<file path="config.mk">
export PLATFORM = sky130hd
export DESIGN_NAME = src_top
export DESIGN_NICKNAME = d
export VERILOG_FILES = /design/src/verilog/src_pkg.sv /design/src/verilog/src_top.sv /design/src/verilog/src_sync.sv /design/src/verilog/src_range.sv
export VERILOG_INCLUDE_DIRS = /design/src /design/src/verilog
export SDC_FILE = /design/constraint.sdc
export NUM_CORES = 1
export LEC_CHECK = 0
export BUFFER_PORTS_ARGS = -buffer_cell sky130_fd_sc_hd__buf_4
export CAP_MARGIN = 20
export CORE_MARGIN = 8
export CORE_UTILIZATION = 40
export DETAILED_ROUTE_END_ITERATION = 10
export PLACE_DENSITY = 0.56
export SYNTH_ARGS = -nofsm -noshare
export SYNTH_HDL_FRONTEND = slang
export SYNTH_SLANG_ARGS = --single-unit
</file>
<file path="constraint.sdc">
create_clock -name clk -period 2.8 [get_ports clk]
set_clock_uncertainty 0.1 [all_clocks]
set_input_delay 0.28 -clock clk [delete_from_list [all_inputs] [get_ports clk]]
set_output_delay 0.28 -clock clk [all_outputs]
set_load 0.05 [all_outputs]
</file>
<file path="src/verilog/src_defs.svh">
// Purpose: Offsets, field positions, reset values and timing counts
// Assumes: 200 MHz clock, AXI4-Lite byte addresses
// Notes:   Definitions only
`ifndef SRC_DEFS_SVH
`define SRC_DEFS_SVH
// Register byte offsets
`define SRC_CTRL       8'h00
`define SRC_STAT       8'h04
`define SRC_RA_LO      8'h08
`define SRC_RA_HI      8'h0C
`define SRC_RB_LO      8'h10
`define SRC_RB_HI      8'h14
`define SRC_FREQ       8'h18
`define SRC_IRQ_ST     8'h1C
`define SRC_IRQ_MSK    8'h20
// Field positions
`define SRC_CTRL_SEL   0
`define SRC_CTRL_CACHE 4
`define SRC_CTRL_TOG   8
`define SRC_RANGE_EN   31
`define SRC_IRQ_RDY    0
`define SRC_IRQ_UPD    1
// Reset values and codes
`define SRC_FREQ_RST   32'h0000_0020
`define SRC_DF_FAST    32'h0000_0020
`define SRC_BANK0_CODE 1'b1
// Timing
`define SRC_CLK_MHZ    200
`define SRC_UPD_NS     20
`define SRC_UPD_CYC    ((`SRC_UPD_NS * `SRC_CLK_MHZ + 999) / 1000)
`define SRC_BOOT_CYC   3'h4
`endif

</file>
<file path="src/verilog/src_pkg.sv">
// Purpose: Types shared by the startup region and cache control block
// Assumes: Nothing
// Notes:   Select encoding follows enum order
`default_nettype none
package src_pkg;
  typedef enum logic [1:0] {
    FOLLOW_OPTION_SETTING,
    FORCE_REGION_ZERO,
    FORCE_REGION_ONE,
    SWAP_REGION
  } src_sel_t;
  typedef enum logic [1:0] {BANK_IDLE, BANK_WRITE, BANK_NOTIFY} src_bank_st_t;
endpackage
`default_nettype wire

</file>
<file path="src/verilog/src_top.sv">
// Purpose: Startup region, startup bank and code cache control with AXI4-Lite
// Assumes: Option memory levels arrive asynchronously on pins
// Notes:   Bus is refused until the startup values have been captured
//
// Design decisions made here: the AXI4-Lite interface to the registers and the placing of the registers.
`include "src_defs.svh"
`default_nettype none
// Contract
// - Linear mode region select writes change the active region at once.
// - After reset the region select follows the option memory setting.
// - Region select offers follow, force zero, force one and swap.
// - Cache status reads 0 when disabled, 1 when enabled.
// - Reconfiguring a range with cache on disables it briefly.
// - Startup bank toggle takes effect only after the next reset.
// - Writing the bank selection raises the flash ready event.
// - Bank selection reads 1 for bank zero, 0 for bank one.
// - Dual bank and data flash speed exist only with 1.5 Mbyte flash or more.
// - A region swap also signals completion by the flash ready event.
module src_top #(
  parameter int CODE_FLASH_KB = 2048,
  parameter int ADDR_W        = 24
) (
  input  wire logic              clk,
  input  wire logic              resetn,
  input  wire logic [7:0]        s_axi_awaddr,
  input  wire logic              s_axi_awvalid,
  output var  logic              s_axi_awready,
  input  wire logic [31:0]       s_axi_wdata,
  input  wire logic [3:0]        s_axi_wstrb,
  input  wire logic              s_axi_wvalid,
  output var  logic              s_axi_wready,
  output var  logic [1:0]        s_axi_bresp,
  output var  logic              s_axi_bvalid,
  input  wire logic              s_axi_bready,
  input  wire logic [7:0]        s_axi_araddr,
  input  wire logic              s_axi_arvalid,
  output var  logic              s_axi_arready,
  output var  logic [31:0]       s_axi_rdata,
  output var  logic [1:0]        s_axi_rresp,
  output var  logic              s_axi_rvalid,
  input  wire logic              s_axi_rready,
  input  wire logic              optSwapFlag,
  input  wire logic              optDualMode,
  input  wire logic              optBankCode,
  input  wire logic [ADDR_W-1:0] accessAddr,
  input  wire logic              accessValid,
  output var  logic              activeRegion,
  output var  logic              activeBank,
  output var  logic              cacheActive,
  output var  logic              accessCached,
  output var  logic              bankWrite,
  output var  logic              bankWriteData,
  output var  logic              flashReadyEvent,
  output var  logic [31:0]       flashFreq,
  output var  logic              dataFlashWait,
  output var  logic              irq
);
  localparam bit BIG = (CODE_FLASH_KB >= 1536);
  localparam logic [3:0] UPD_CNT = 4'(`SRC_UPD_CYC);

  // Refuse settings the logic cannot serve
  if (CODE_FLASH_KB < 1 || ADDR_W < 8 || ADDR_W > 31 || `SRC_UPD_CYC > 15) begin : g_bad
    $error("src_top: unsupported parameter values");
  end

  logic                 optSwap, optDual, optBank;
  logic                 dualMode;
  logic                 hitA, hitB;
  // Bus state
  logic                 awready_q, awready_d, bvalid_q, bvalid_d, arready_q, arready_d;
  logic                 rvalid_q, rvalid_d;
  logic [1:0]           bresp_q, bresp_d, rresp_q, rresp_d;
  logic [31:0]          rdata_q, rdata_d;
  logic                 wrFire, arFire, wrMapped;
  logic [31:0]          wmask, wval;
  // Control registers
  src_pkg::src_sel_t    sel_q, sel_d;
  logic                 cacheEn_q, cacheEn_d;
  logic [31:0]          raLo_q, raLo_d, raHi_q, raHi_d, rbLo_q, rbLo_d, rbHi_q, rbHi_d;
  logic [31:0]          freq_q, freq_d;
  logic [1:0]           irqSt_q, irqSt_d, irqMsk_q, irqMsk_d, irqSet;
  logic [3:0]           updCnt_q, updCnt_d;
  logic                 swapWr, toggleReq;
  // Bank and boot state
  src_pkg::src_bank_st_t bankSt_q, bankSt_d;
  logic                 pendBank_q, pendBank_d, activeBank_q, activeBank_d;
  logic                 booted_q, booted_d, bankWrite_q, bankWrite_d;
  logic                 bankData_q, bankData_d;
  logic [2:0]           bootCnt_q, bootCnt_d;
  // Output flops
  logic                 region_q, region_d, cacheAct_q, cacheAct_d, cached_q, cached_d;
  logic                 ready_q, ready_d, dfWait_q, dfWait_d, irq_q, irq_d;

  // Option memory levels come from another domain
  src_sync #(.W(3)) u_sync (
    .clk    (clk),
    .resetn (resetn),
    .din    ({optSwapFlag, optDualMode, optBankCode}),
    .dout   ({optSwap, optDual, optBank})
  );

  assign dualMode = BIG && optDual;

  // Two uncached windows, each with its own enable
  src_range #(.AW(ADDR_W)) u_range_a (
    .addr (accessAddr),
    .lo   (raLo_q[ADDR_W-1:0]),
    .hi   (raHi_q[ADDR_W-1:0]),
    .en   (raLo_q[`SRC_RANGE_EN]),
    .hit  (hitA)
  );
  src_range #(.AW(ADDR_W)) u_range_b (
    .addr (accessAddr),
    .lo   (rbLo_q[ADDR_W-1:0]),
    .hi   (rbHi_q[ADDR_W-1:0]),
    .en   (rbLo_q[`SRC_RANGE_EN]),
    .hit  (hitB)
  );

  // Address and data are taken together; the master holds both until then
  assign wrFire = awready_q && s_axi_awvalid && s_axi_wvalid;
  assign arFire = arready_q && s_axi_arvalid;
  assign wmask  = {{8{s_axi_wstrb[3]}}, {8{s_axi_wstrb[2]}},
                   {8{s_axi_wstrb[1]}}, {8{s_axi_wstrb[0]}}};
  assign wval   = s_axi_wdata & wmask;

  // Bus handshake and read data
  always_comb begin
    awready_d = booted_q && s_axi_awvalid && s_axi_wvalid && !awready_q && !bvalid_q;
    arready_d = booted_q && s_axi_arvalid && !arready_q && !rvalid_q;
    bvalid_d  = wrFire || (bvalid_q && !s_axi_bready);
    bresp_d   = bresp_q;
    rvalid_d  = arFire || (rvalid_q && !s_axi_rready);
    rdata_d   = rdata_q;
    rresp_d   = rresp_q;
    wrMapped  = (s_axi_awaddr <= `SRC_IRQ_MSK) && (s_axi_awaddr[1:0] == 2'h0);
    if (wrFire) begin
      bresp_d = wrMapped ? 2'h0 : 2'h2;
    end
    if (arFire) begin
      rresp_d = 2'h0;
      case (s_axi_araddr)
        `SRC_CTRL:    rdata_d = {23'h0, 1'b0, 3'h0, cacheEn_q, 2'h0, sel_q};
        `SRC_STAT:    rdata_d = {26'h0, (updCnt_q != 4'h0), pendBank_q, activeBank_q,
                                 dualMode, region_q, cacheAct_q};
        `SRC_RA_LO:   rdata_d = raLo_q;
        `SRC_RA_HI:   rdata_d = raHi_q;
        `SRC_RB_LO:   rdata_d = rbLo_q;
        `SRC_RB_HI:   rdata_d = rbHi_q;
        `SRC_FREQ:    rdata_d = freq_q;
        `SRC_IRQ_ST:  rdata_d = {30'h0, irqSt_q};
        `SRC_IRQ_MSK: rdata_d = {30'h0, irqMsk_q};
        default: begin
          rdata_d = 32'h0;
          rresp_d = 2'h2;
        end
      endcase
    end
  end

  // Bus flops
  always_ff @(posedge clk or negedge resetn) begin
    if (!resetn) begin
      awready_q <= 1'b0;
      arready_q <= 1'b0;
      bvalid_q  <= 1'b0;
      bresp_q   <= 2'h0;
      rvalid_q  <= 1'b0;
      rdata_q   <= 32'h0;
      rresp_q   <= 2'h0;
    end else begin
      awready_q <= awready_d;
      arready_q <= arready_d;
      bvalid_q  <= bvalid_d;
      bresp_q   <= bresp_d;
      rvalid_q  <= rvalid_d;
      rdata_q   <= rdata_d;
      rresp_q   <= rresp_d;
    end
  end

  // Control register writes; hardware set beats software clear
  always_comb begin
    sel_d     = sel_q;
    cacheEn_d = cacheEn_q;
    raLo_d    = raLo_q;
    raHi_d    = raHi_q;
    rbLo_d    = rbLo_q;
    rbHi_d    = rbHi_q;
    freq_d    = freq_q;
    irqMsk_d  = irqMsk_q;
    swapWr    = 1'b0;
    toggleReq = 1'b0;
    updCnt_d  = (updCnt_q != 4'h0) ? updCnt_q - 4'h1 : 4'h0;
    irqSet    = 2'h0;
    irqSet[`SRC_IRQ_RDY] = ready_q;
    irqSet[`SRC_IRQ_UPD] = (updCnt_q == 4'h1);
    irqSt_d   = irqSt_q;
    if (wrFire) begin
      case (s_axi_awaddr)
        `SRC_CTRL: begin
          // Select is ignored in dual mode; software keeps off it there
          if (s_axi_wstrb[0] && !dualMode) begin
            sel_d  = src_pkg::src_sel_t'(s_axi_wdata[`SRC_CTRL_SEL +: 2]);
            swapWr = (sel_d == src_pkg::SWAP_REGION);
          end
          if (s_axi_wstrb[0]) begin
            cacheEn_d = s_axi_wdata[`SRC_CTRL_CACHE];
          end
          // Toggle only honoured in dual mode
          toggleReq = s_axi_wstrb[1] && s_axi_wdata[`SRC_CTRL_TOG] && dualMode;
        end
        `SRC_RA_LO:   raLo_d = (raLo_q & ~wmask) | wval;
        `SRC_RA_HI:   raHi_d = (raHi_q & ~wmask) | wval;
        `SRC_RB_LO:   rbLo_d = (rbLo_q & ~wmask) | wval;
        `SRC_RB_HI:   rbHi_d = (rbHi_q & ~wmask) | wval;
        `SRC_FREQ:    freq_d = (freq_q & ~wmask) | wval;
        `SRC_IRQ_ST:  irqSt_d = irqSt_q & ~s_axi_wdata[1:0];
        `SRC_IRQ_MSK: irqMsk_d = s_axi_wdata[1:0];
        default: ;
      endcase
      // Lookups must not hit stale ranges while one is rewritten
      if (cacheEn_q && (s_axi_awaddr >= `SRC_RA_LO) && (s_axi_awaddr <= `SRC_RB_HI)) begin
        updCnt_d = UPD_CNT;
      end
    end
    irqSt_d = irqSt_d | irqSet;
  end

  // Control register flops
  always_ff @(posedge clk or negedge resetn) begin
    if (!resetn) begin
      sel_q     <= src_pkg::FOLLOW_OPTION_SETTING;
      cacheEn_q <= 1'b0;
      raLo_q    <= 32'h0;
      raHi_q    <= 32'h0;
      rbLo_q    <= 32'h0;
      rbHi_q    <= 32'h0;
      freq_q    <= `SRC_FREQ_RST;
      irqSt_q   <= 2'h0;
      irqMsk_q  <= 2'h0;
      updCnt_q  <= 4'h0;
    end else begin
      sel_q     <= sel_d;
      cacheEn_q <= cacheEn_d;
      raLo_q    <= raLo_d;
      raHi_q    <= raHi_d;
      rbLo_q    <= rbLo_d;
      rbHi_q    <= rbHi_d;
      freq_q    <= freq_d;
      irqSt_q   <= irqSt_d;
      irqMsk_q  <= irqMsk_d;
      updCnt_q  <= updCnt_d;
    end
  end

  // Boot capture and bank toggle sequence
  always_comb begin
    bootCnt_d    = booted_q ? bootCnt_q : bootCnt_q + 3'h1;
    booted_d     = booted_q || (bootCnt_q == `SRC_BOOT_CYC);
    activeBank_d = activeBank_q;
    pendBank_d   = pendBank_q;
    bankSt_d     = bankSt_q;
    bankWrite_d  = 1'b0;
    bankData_d   = bankData_q;
    ready_d      = swapWr;
    // Stored bank code sampled once the synchroniser has settled
    if (!booted_q && booted_d) begin
      activeBank_d = BIG ? optBank : `SRC_BANK0_CODE;
      pendBank_d   = activeBank_d;
    end
    case (bankSt_q)
      src_pkg::BANK_IDLE: begin
        if (toggleReq) begin
          bankSt_d = src_pkg::BANK_WRITE;
        end
      end
      src_pkg::BANK_WRITE: begin
        // Only the stored value moves; the active bank waits for reset
        pendBank_d  = ~pendBank_q;
        bankWrite_d = 1'b1;
        bankData_d  = ~pendBank_q;
        bankSt_d    = src_pkg::BANK_NOTIFY;
      end
      src_pkg::BANK_NOTIFY: begin
        ready_d  = 1'b1;
        bankSt_d = src_pkg::BANK_IDLE;
      end
      default: bankSt_d = src_pkg::BANK_IDLE;
    endcase
  end

  // Bank flops
  always_ff @(posedge clk or negedge resetn) begin
    if (!resetn) begin
      bootCnt_q    <= 3'h0;
      booted_q     <= 1'b0;
      activeBank_q <= `SRC_BANK0_CODE;
      pendBank_q   <= `SRC_BANK0_CODE;
      bankSt_q     <= src_pkg::BANK_IDLE;
      bankWrite_q  <= 1'b0;
      bankData_q   <= 1'b0;
    end else begin
      bootCnt_q    <= bootCnt_d;
      booted_q     <= booted_d;
      activeBank_q <= activeBank_d;
      pendBank_q   <= pendBank_d;
      bankSt_q     <= bankSt_d;
      bankWrite_q  <= bankWrite_d;
      bankData_q   <= bankData_d;
    end
  end

  // Region, cache and interrupt outputs
  always_comb begin
    case (sel_q)
      src_pkg::FOLLOW_OPTION_SETTING: region_d = ~optSwap; // A clear flag means swapped
      src_pkg::FORCE_REGION_ZERO:     region_d = 1'b0;
      src_pkg::FORCE_REGION_ONE:      region_d = 1'b1;
      src_pkg::SWAP_REGION:           region_d = optSwap;
      default:                        region_d = 1'b0;
    endcase
    cacheAct_d = cacheEn_q && (updCnt_q == 4'h0);
    cached_d   = accessValid && cacheAct_d && !hitA && !hitB;
    dfWait_d   = BIG && (freq_q > `SRC_DF_FAST);
    irq_d      = |(irqSt_d & irqMsk_d);
  end

  // Output flops
  always_ff @(posedge clk or negedge resetn) begin
    if (!resetn) begin
      region_q   <= 1'b0;
      cacheAct_q <= 1'b0;
      cached_q   <= 1'b0;
      ready_q    <= 1'b0;
      dfWait_q   <= 1'b0;
      irq_q      <= 1'b0;
    end else begin
      region_q   <= region_d;
      cacheAct_q <= cacheAct_d;
      cached_q   <= cached_d;
      ready_q    <= ready_d;
      dfWait_q   <= dfWait_d;
      irq_q      <= irq_d;
    end
  end

  assign s_axi_awready   = awready_q;
  assign s_axi_wready    = awready_q;
  assign s_axi_bvalid    = bvalid_q;
  assign s_axi_bresp     = bresp_q;
  assign s_axi_arready   = arready_q;
  assign s_axi_rvalid    = rvalid_q;
  assign s_axi_rdata     = rdata_q;
  assign s_axi_rresp     = rresp_q;
  assign activeRegion    = region_q;
  assign activeBank      = activeBank_q;
  assign cacheActive     = cacheAct_q;
  assign accessCached    = cached_q;
  assign bankWrite       = bankWrite_q;
  assign bankWriteData   = bankData_q;
  assign flashReadyEvent = ready_q;
  assign flashFreq       = freq_q;
  assign dataFlashWait   = dfWait_q;
  assign irq             = irq_q;

  // Checks
  a_region_force: assert property (@(posedge clk) disable iff (!resetn)
    wrFire && s_axi_awaddr == `SRC_CTRL && s_axi_wstrb[0] && !dualMode
    && s_axi_wdata[1:0] == 2'h2 |=> ##1 region_q)
    else $error("forced region one not applied");
  a_select_reset: assert property (@(posedge clk) disable iff (!resetn)
    !booted_q |-> sel_q == src_pkg::FOLLOW_OPTION_SETTING)
    else $error("select not follow after reset");
  a_cache_status: assert property (@(posedge clk) disable iff (!resetn)
    ##1 cacheAct_q == $past(cacheEn_q && updCnt_q == 4'h0))
    else $error("cache status wrong");
  a_range_bypass: assert property (@(posedge clk) disable iff (!resetn)
    accessValid && (hitA || hitB) |=> !cached_q)
    else $error("uncached range cached");
  a_update_off: assert property (@(posedge clk) disable iff (!resetn)
    wrFire && cacheEn_q && s_axi_awaddr == `SRC_RA_HI |=> ##1 !cacheAct_q [*4])
    else $error("cache not paused on range update");
  a_bank_hold: assert property (@(posedge clk) disable iff (!resetn)
    booted_q && $past(booted_q) |-> $stable(activeBank_q))
    else $error("active bank changed without reset");
  a_bank_ready: assert property (@(posedge clk) disable iff (!resetn)
    bankWrite_q |=> ready_q)
    else $error("no ready after bank write");
  a_ready_single: assert property (@(posedge clk) disable iff (!resetn)
    bankSt_q == src_pkg::BANK_NOTIFY |=> ready_q && bankSt_q == src_pkg::BANK_IDLE
    ##1 !ready_q && !bankWrite_q)
    else $error("bank notify not single");
  a_small_nodual: assert property (@(posedge clk) disable iff (!resetn)
    !BIG |-> !dualMode && bankSt_q == src_pkg::BANK_IDLE && !dfWait_q)
    else $error("dual feature on small flash");
  a_swap_ready: assert property (@(posedge clk) disable iff (!resetn)
    swapWr |=> ready_q)
    else $error("no ready after swap");
  c_toggle: cover property (@(posedge clk) disable iff (!resetn) bankWrite_q ##1 ready_q);
  c_update: cover property (@(posedge clk) disable iff (!resetn) updCnt_q == 4'h1);
  c_swap:   cover property (@(posedge clk) disable iff (!resetn) swapWr);
  c_irq:    cover property (@(posedge clk) disable iff (!resetn) $rose(irq_q));
endmodule // src_top
`default_nettype wire

</file>
<file path="src/verilog/src_sync.sv">
// Purpose: Three-stage synchroniser with agreement filter
// Assumes: Inputs asynchronous to clk
// Notes:   Output changes only once stages two and three agree
`default_nettype none
module src_sync #(
  parameter int W = 3
) (
  input  wire logic         clk,
  input  wire logic         resetn,
  input  wire logic [W-1:0] din,
  output var  logic [W-1:0] dout
);
  logic [W-1:0] ff1_q, ff2_q, ff3_q, out_q, out_d;

  // Accept a new level only when stable across two stages
  always_comb begin
    out_d = (ff2_q == ff3_q) ? ff3_q : out_q;
  end

  // Stage one feeds stage two only
  always_ff @(posedge clk or negedge resetn) begin
    if (!resetn) begin
      ff1_q <= '0;
      ff2_q <= '0;
      ff3_q <= '0;
      out_q <= '0;
    end else begin
      ff1_q <= din;
      ff2_q <= ff1_q;
      ff3_q <= ff2_q;
      out_q <= out_d;
    end
  end
  assign dout = out_q;
endmodule // src_sync
`default_nettype wire

</file>
<file path="src/verilog/src_range.sv">
// Purpose: Inclusive address range hit detector
// Assumes: lo not above hi for a useful range
// Notes:   Purely combinational
`default_nettype none
module src_range #(
  parameter int AW = 24
) (
  input  wire logic [AW-1:0] addr,
  input  wire logic [AW-1:0] lo,
  input  wire logic [AW-1:0] hi,
  input  wire logic          en,
  output var  logic          hit
);
  // Disabled range never matches
  always_comb begin
    hit = en && (addr >= lo) && (addr <= hi);
  end
endmodule // src_range
`default_nettype wire

</file>
# ---- Word-level counts from Yosys, hierarchy flattened
# Index checks and enable logic that the tools add are counted.
dict set report classes {
  n_addsub 2
  n_lt_le_gt_ge 8
  eq_ne 25
  muxes 22
  bitwise 18
  n_reduce_logical 57
}
# op n
set op_table {}
lappend op_table {{$pmux W32 S9} 1}
lappend op_table {{$and A32 B32 Y32} 6}
lappend op_table {{$or A32 B32 Y32} 5}
lappend op_table {{$eq A8 B5 Y1 const B} 8}
lappend op_table {{$ge A24 B24 Y1} 2}
lappend op_table {{$le A24 B24 Y1} 2}
lappend op_table {{$eq A8 B4 Y1 const B} 4}
lappend op_table {{$gt A32 B6 Y1 const B} 1}
lappend op_table {{$not A32 Y32} 1}
lappend op_table {{$logic_and A1 B1 Y1} 27}
lappend op_table {{$eq A8 B6 Y1 const B} 2}
lappend op_table {{$logic_not A8 Y1} 2}
lappend op_table {{$mux W2} 7}
lappend op_table {{$mux W4} 3}
lappend op_table {{$logic_not A1 Y1} 10}
lappend op_table {{$reduce_and A2 Y1} 5}
lappend op_table {{$mux W1} 9}
lappend op_table {{$reduce_or A9 Y1} 1}
lappend op_table {{$eq A2 B2 Y1 const B} 4}
lappend op_table {{$eq A8 B3 Y1 const B} 1}
lappend op_table {{$ge A8 B4 Y1 const B} 1}
lappend op_table {{$le A8 B5 Y1 const B} 1}
lappend op_table {{$le A8 B6 Y1 const B} 1}
lappend op_table {{$logic_not A2 Y1} 3}
lappend op_table {{other kinds (19)} 25}
dict set report word_totals {
  ff_bits 239
  output_inout_bits 82
  wordCells 166
}

# ---- Logic depth before layout (Yosys ltp)
dict set report logic_depth {
  ltp_word 7
  depth_mapped 9
  mapped_depth_nobuf 8
}

# ---- Modules after synthesis
# From an unflattened synthesis, not the netlist that was laid out.
dict set report unflattened {
  hier_cells 1142
  area_unflattened_um2 12990.0
}
# module instances cells_each area_per_inst_um2
set modules_own_cells {}
lappend modules_own_cells {src_top 1 790 10234.8}
lappend modules_own_cells {src_range 2 165 1187.4}
lappend modules_own_cells {src_sync 1 22 380.4}

# ---- Worst setup path before layout
# OpenSTA, ideal clock, no wires.
dict set report synth_timing {
  path_type {reg-to-reg}
  startpoint {reg awready_q, in the netlist s_axi_awready}
  endpoint {reg with a tool-made name}
  arrival_ps 2203
  setup_slack_ps 372
  path_stages_with_launch 7
  n_path_buf 0
  period_less_slack_ps 2428
  cell_sequence {dfrtp_1 -> nand3_1 -> nor4_1 -> nand2_1 -> nor2_1 -> nand2_1 -> mux2_2}
}
# item line
set synth_lines {}
lappend synth_lines {{start: declaration} src_top.sv:70} ;# logic awready_q, awready_d, bvalid_q, bvalid_d, arready_q, arready_d;
lappend synth_lines {{start signal: assignment} src_top.sv:172} ;# awready_q <= awready_d;

==> impl_metrics.yaml <==
logic_synthesis:
  yosysTopAreaCell: "dfrtp_1"
  yosysSeqAreaShare_pct: 48.0
  synth_flop_cell: "dfrtp_1"
  syn_avg_cell_area_sq_um: 11.3
  synth_edf_count: 0
  post-synth-top-count-cell: "dfrtp_1"
  synth_warnings: 0
  netlist_instances: 1097
  netlist_top_cells_area: "dfrtp_1 (47%), mux2_2 (15%), ha_1 (9.9%)"
  ys_ff_latch: 237
  synthTopCellsByCount: "dfrtp_1 (234), mux2_2 (169), inv_1 (105)"
  ys_types: 60
  async_flop_share_pct: 100
  netlist_area_sq_um: 12400
  synth_top_area_share_pct: 47.4
cells_and_area:
  fin_nets: 1501
  utilization_pct: 51.0
  n_fill_cell: 2781
  layout-drive-gt1-share_pct: 30.6
  fin_area_sq_um: 15600
  syn_to_final_growth_pct: 25.9
min_path:
  holdPathStages: 3
  hold_path_class: "primary input to flop"
flow_run:
  cap_viol_max_count: 0
clock_network:
  cts_root_buffer: "clkbuf_16"
  clockBufferDepth: 3
  cts_setup_buffers: 0
  clkSlewWorstSetupHoldPaths_ns: 0.06
  holdBufCountCts: 46
  ctsResizeCount: 0
  clock_sinks: 237
  ctsHtreeMaxLevel: 1
  cts_tree: "built"
  clk_latency_ns: 0.54
  numCtsBuffers: 27
timing:
  setup_ws_ns: 0.302
  max_freq_mhz: 400
  max_slew_margin_pct: 40.9
  finalHoldViolCount: 0
  finalCritPeriodShare_pct: 89.2
  finalCriticalPeriod_ns: 2.50
  rsz0062_at_grt: "no"
  finalMaxSlewViolations: 0
  setup_viol: 0
  tightest_slew_ns: 0.877
  fin_setup_tns_ns: 0
floorplanning:
  core_sq_um: 30500
  dieArea_sq_um: 36800
  die_w_microns: 192
  die_y_microns: 192
  start_util_pct: 40.5
  pin_count: 169
  core.rowCount: 64
setup_path:
  reg2reg_slack_ns: 0.30
  slowest_delay_ns: 0.45
  cp_slowest_cell: "nand2_1"
  cp_top_family: "simple AND/OR/NAND/NOR gates"
  worstRegToRegCells: 7
  crit_fanout: 8
  crit_path_frequent_cell: "nand2_1"
  cp-end-kind: "flop"
  path_class: "flop to flop"
  crit_buf_inv: 1
  arrival_ns: 2.82
  required_ns: 3.12
  path_depth: 7
  start_kind: "flop"
  path_cells: "nand3_1 > nor4_1 > buf_4 > nand2_1 > nor2_1 > nand2_1 > mux2_2"
power:
  power_density_nw_per_um2: 516
  leakagePower_uw: 0.00754
  max-vdd-ir-drop_mv: 0.447
  finalPower_uw: 8030
detailed_routing:
  drtIter0Drc: 583
  drc: 0
  totalWireLength_microns: 38400
  first_pass_iters: 5
  ant_nets: 0
  wl_per_cell_microns: 22.1
  via_count: 9446
  viasPerCell: 5.45
place:
  io_buffers: 166
  hpwl_microns: 27800
  gp_congestion: 0.867
  place_ws_ns: 0.254
  place_area_sq_um: 14100
grt:
  grt_use_total_pct: 20.9
  grt-ovfl-total: 0
  grt_max_degree: 65
  grt_antenna_before_repair: 3
  first_global_vias: 9933
  grt_pass1_wl_microns: 59300
run_status:
  status: "completed"
[kinds of logic after synthesis]
family,after synthesis,synth area share (%)
AOI/OAI and AO/OA,234,12.7
xor gates and xnor gates,5,0.354
adders and majority gates,98,9.92
buffers and inverters,140,4.67
DFF,237,48.0
muxes,174,15.8
other,1,0.0303
and+or+nand+nor,208,8.51
[cell usage in the layout, fill, tap and decap left out, types with 11 or more instances in the layout]
master	n
nand3_1	12
inv_1	105
clkbuf_16	27
a22oi_1	59
a21oi_1	49
buf_4	169
nand2_1	82
o21ai_0	25
a31oi_1	32
ha_1	98
dlygate4sd3_1	46
nand4_1	21
a21o_1	39
dfrtp_1	234
nor4_1	11
mux2_2	169
nor2_1	30
[area by class of cell]
class | count | area [sq um] | share of cell area [%]
Sequential cell | 237 | 5930 | 38.1
Multi-Input combinational cell | 721 | 5860 | 37.6
Timing Repair Buffer | 224 | 1900 | 12.2
Clock buffer | 36 | 769 | 4.94
Tap cell | 396 | 495 | 3.18
Inverter | 105 | 394 | 2.53
Clock inverter | 14 | 203 | 1.30
Antenna cell | 1 | 2.50 | 0.0161
[final timing paths]
kind	from	endpoint
min in group asynchronous	resetn	s_axi_rdata[10]$_DFFE_PN0P_
max in group asynchronous	resetn	asynchronous set/reset pin
worst max register to register	s_axi_awready$_DFF_PN0_	flop
worst max-delay path	s_axi_awready$_DFF_PN0_	flop
worst min register to register	u_sync.ff1_q[1]$_DFF_PN0_	u_sync.ff2_q[1]$_DFF_PN0_
worst min-delay path	s_axi_araddr[5]	s_axi_rresp[1]$_DFFE_PN0P_
[where the power goes]
part | switching, uW | leakage (uW) | internal [uW]
registers | 35.5 | 0.00323 | 3470
clock network | 1460 | 0.000487 | 2390
logic | 405 | 0.00382 | 277
total | 1900 | 0.00754 | 6130
[per-layer routing]
| layer | GRT usage [%] | up-vias | share of wire [%] |
|---|---|---|---|
| li1 | - | 4412 | - |
| met1 | 27.0 | 4692 | 44 |
| met2 | 34.2 | 267 | 46 |
| met3 | 5.41 | 71 | 6.8 |
| met4 | 5.92 | 4 | 2.7 |
| met5 | 0 | - | 0.073 |
[per-stage QoR]
stage	hold slack, ns	instances
after global placement	0.165	1637
final	0.0209	1734
after detailed placement	0.169	1637
after CTS	0.00418	1733
after floorplan	-0.116	1098
after global routing	0.0232	1734
[worst min-delay path: cells and delay by family]
kind	cells	cell delay (ns)
compound gates	2	0.21
buf+inv	1	0.12
Power figures use the tool's default switching activity.
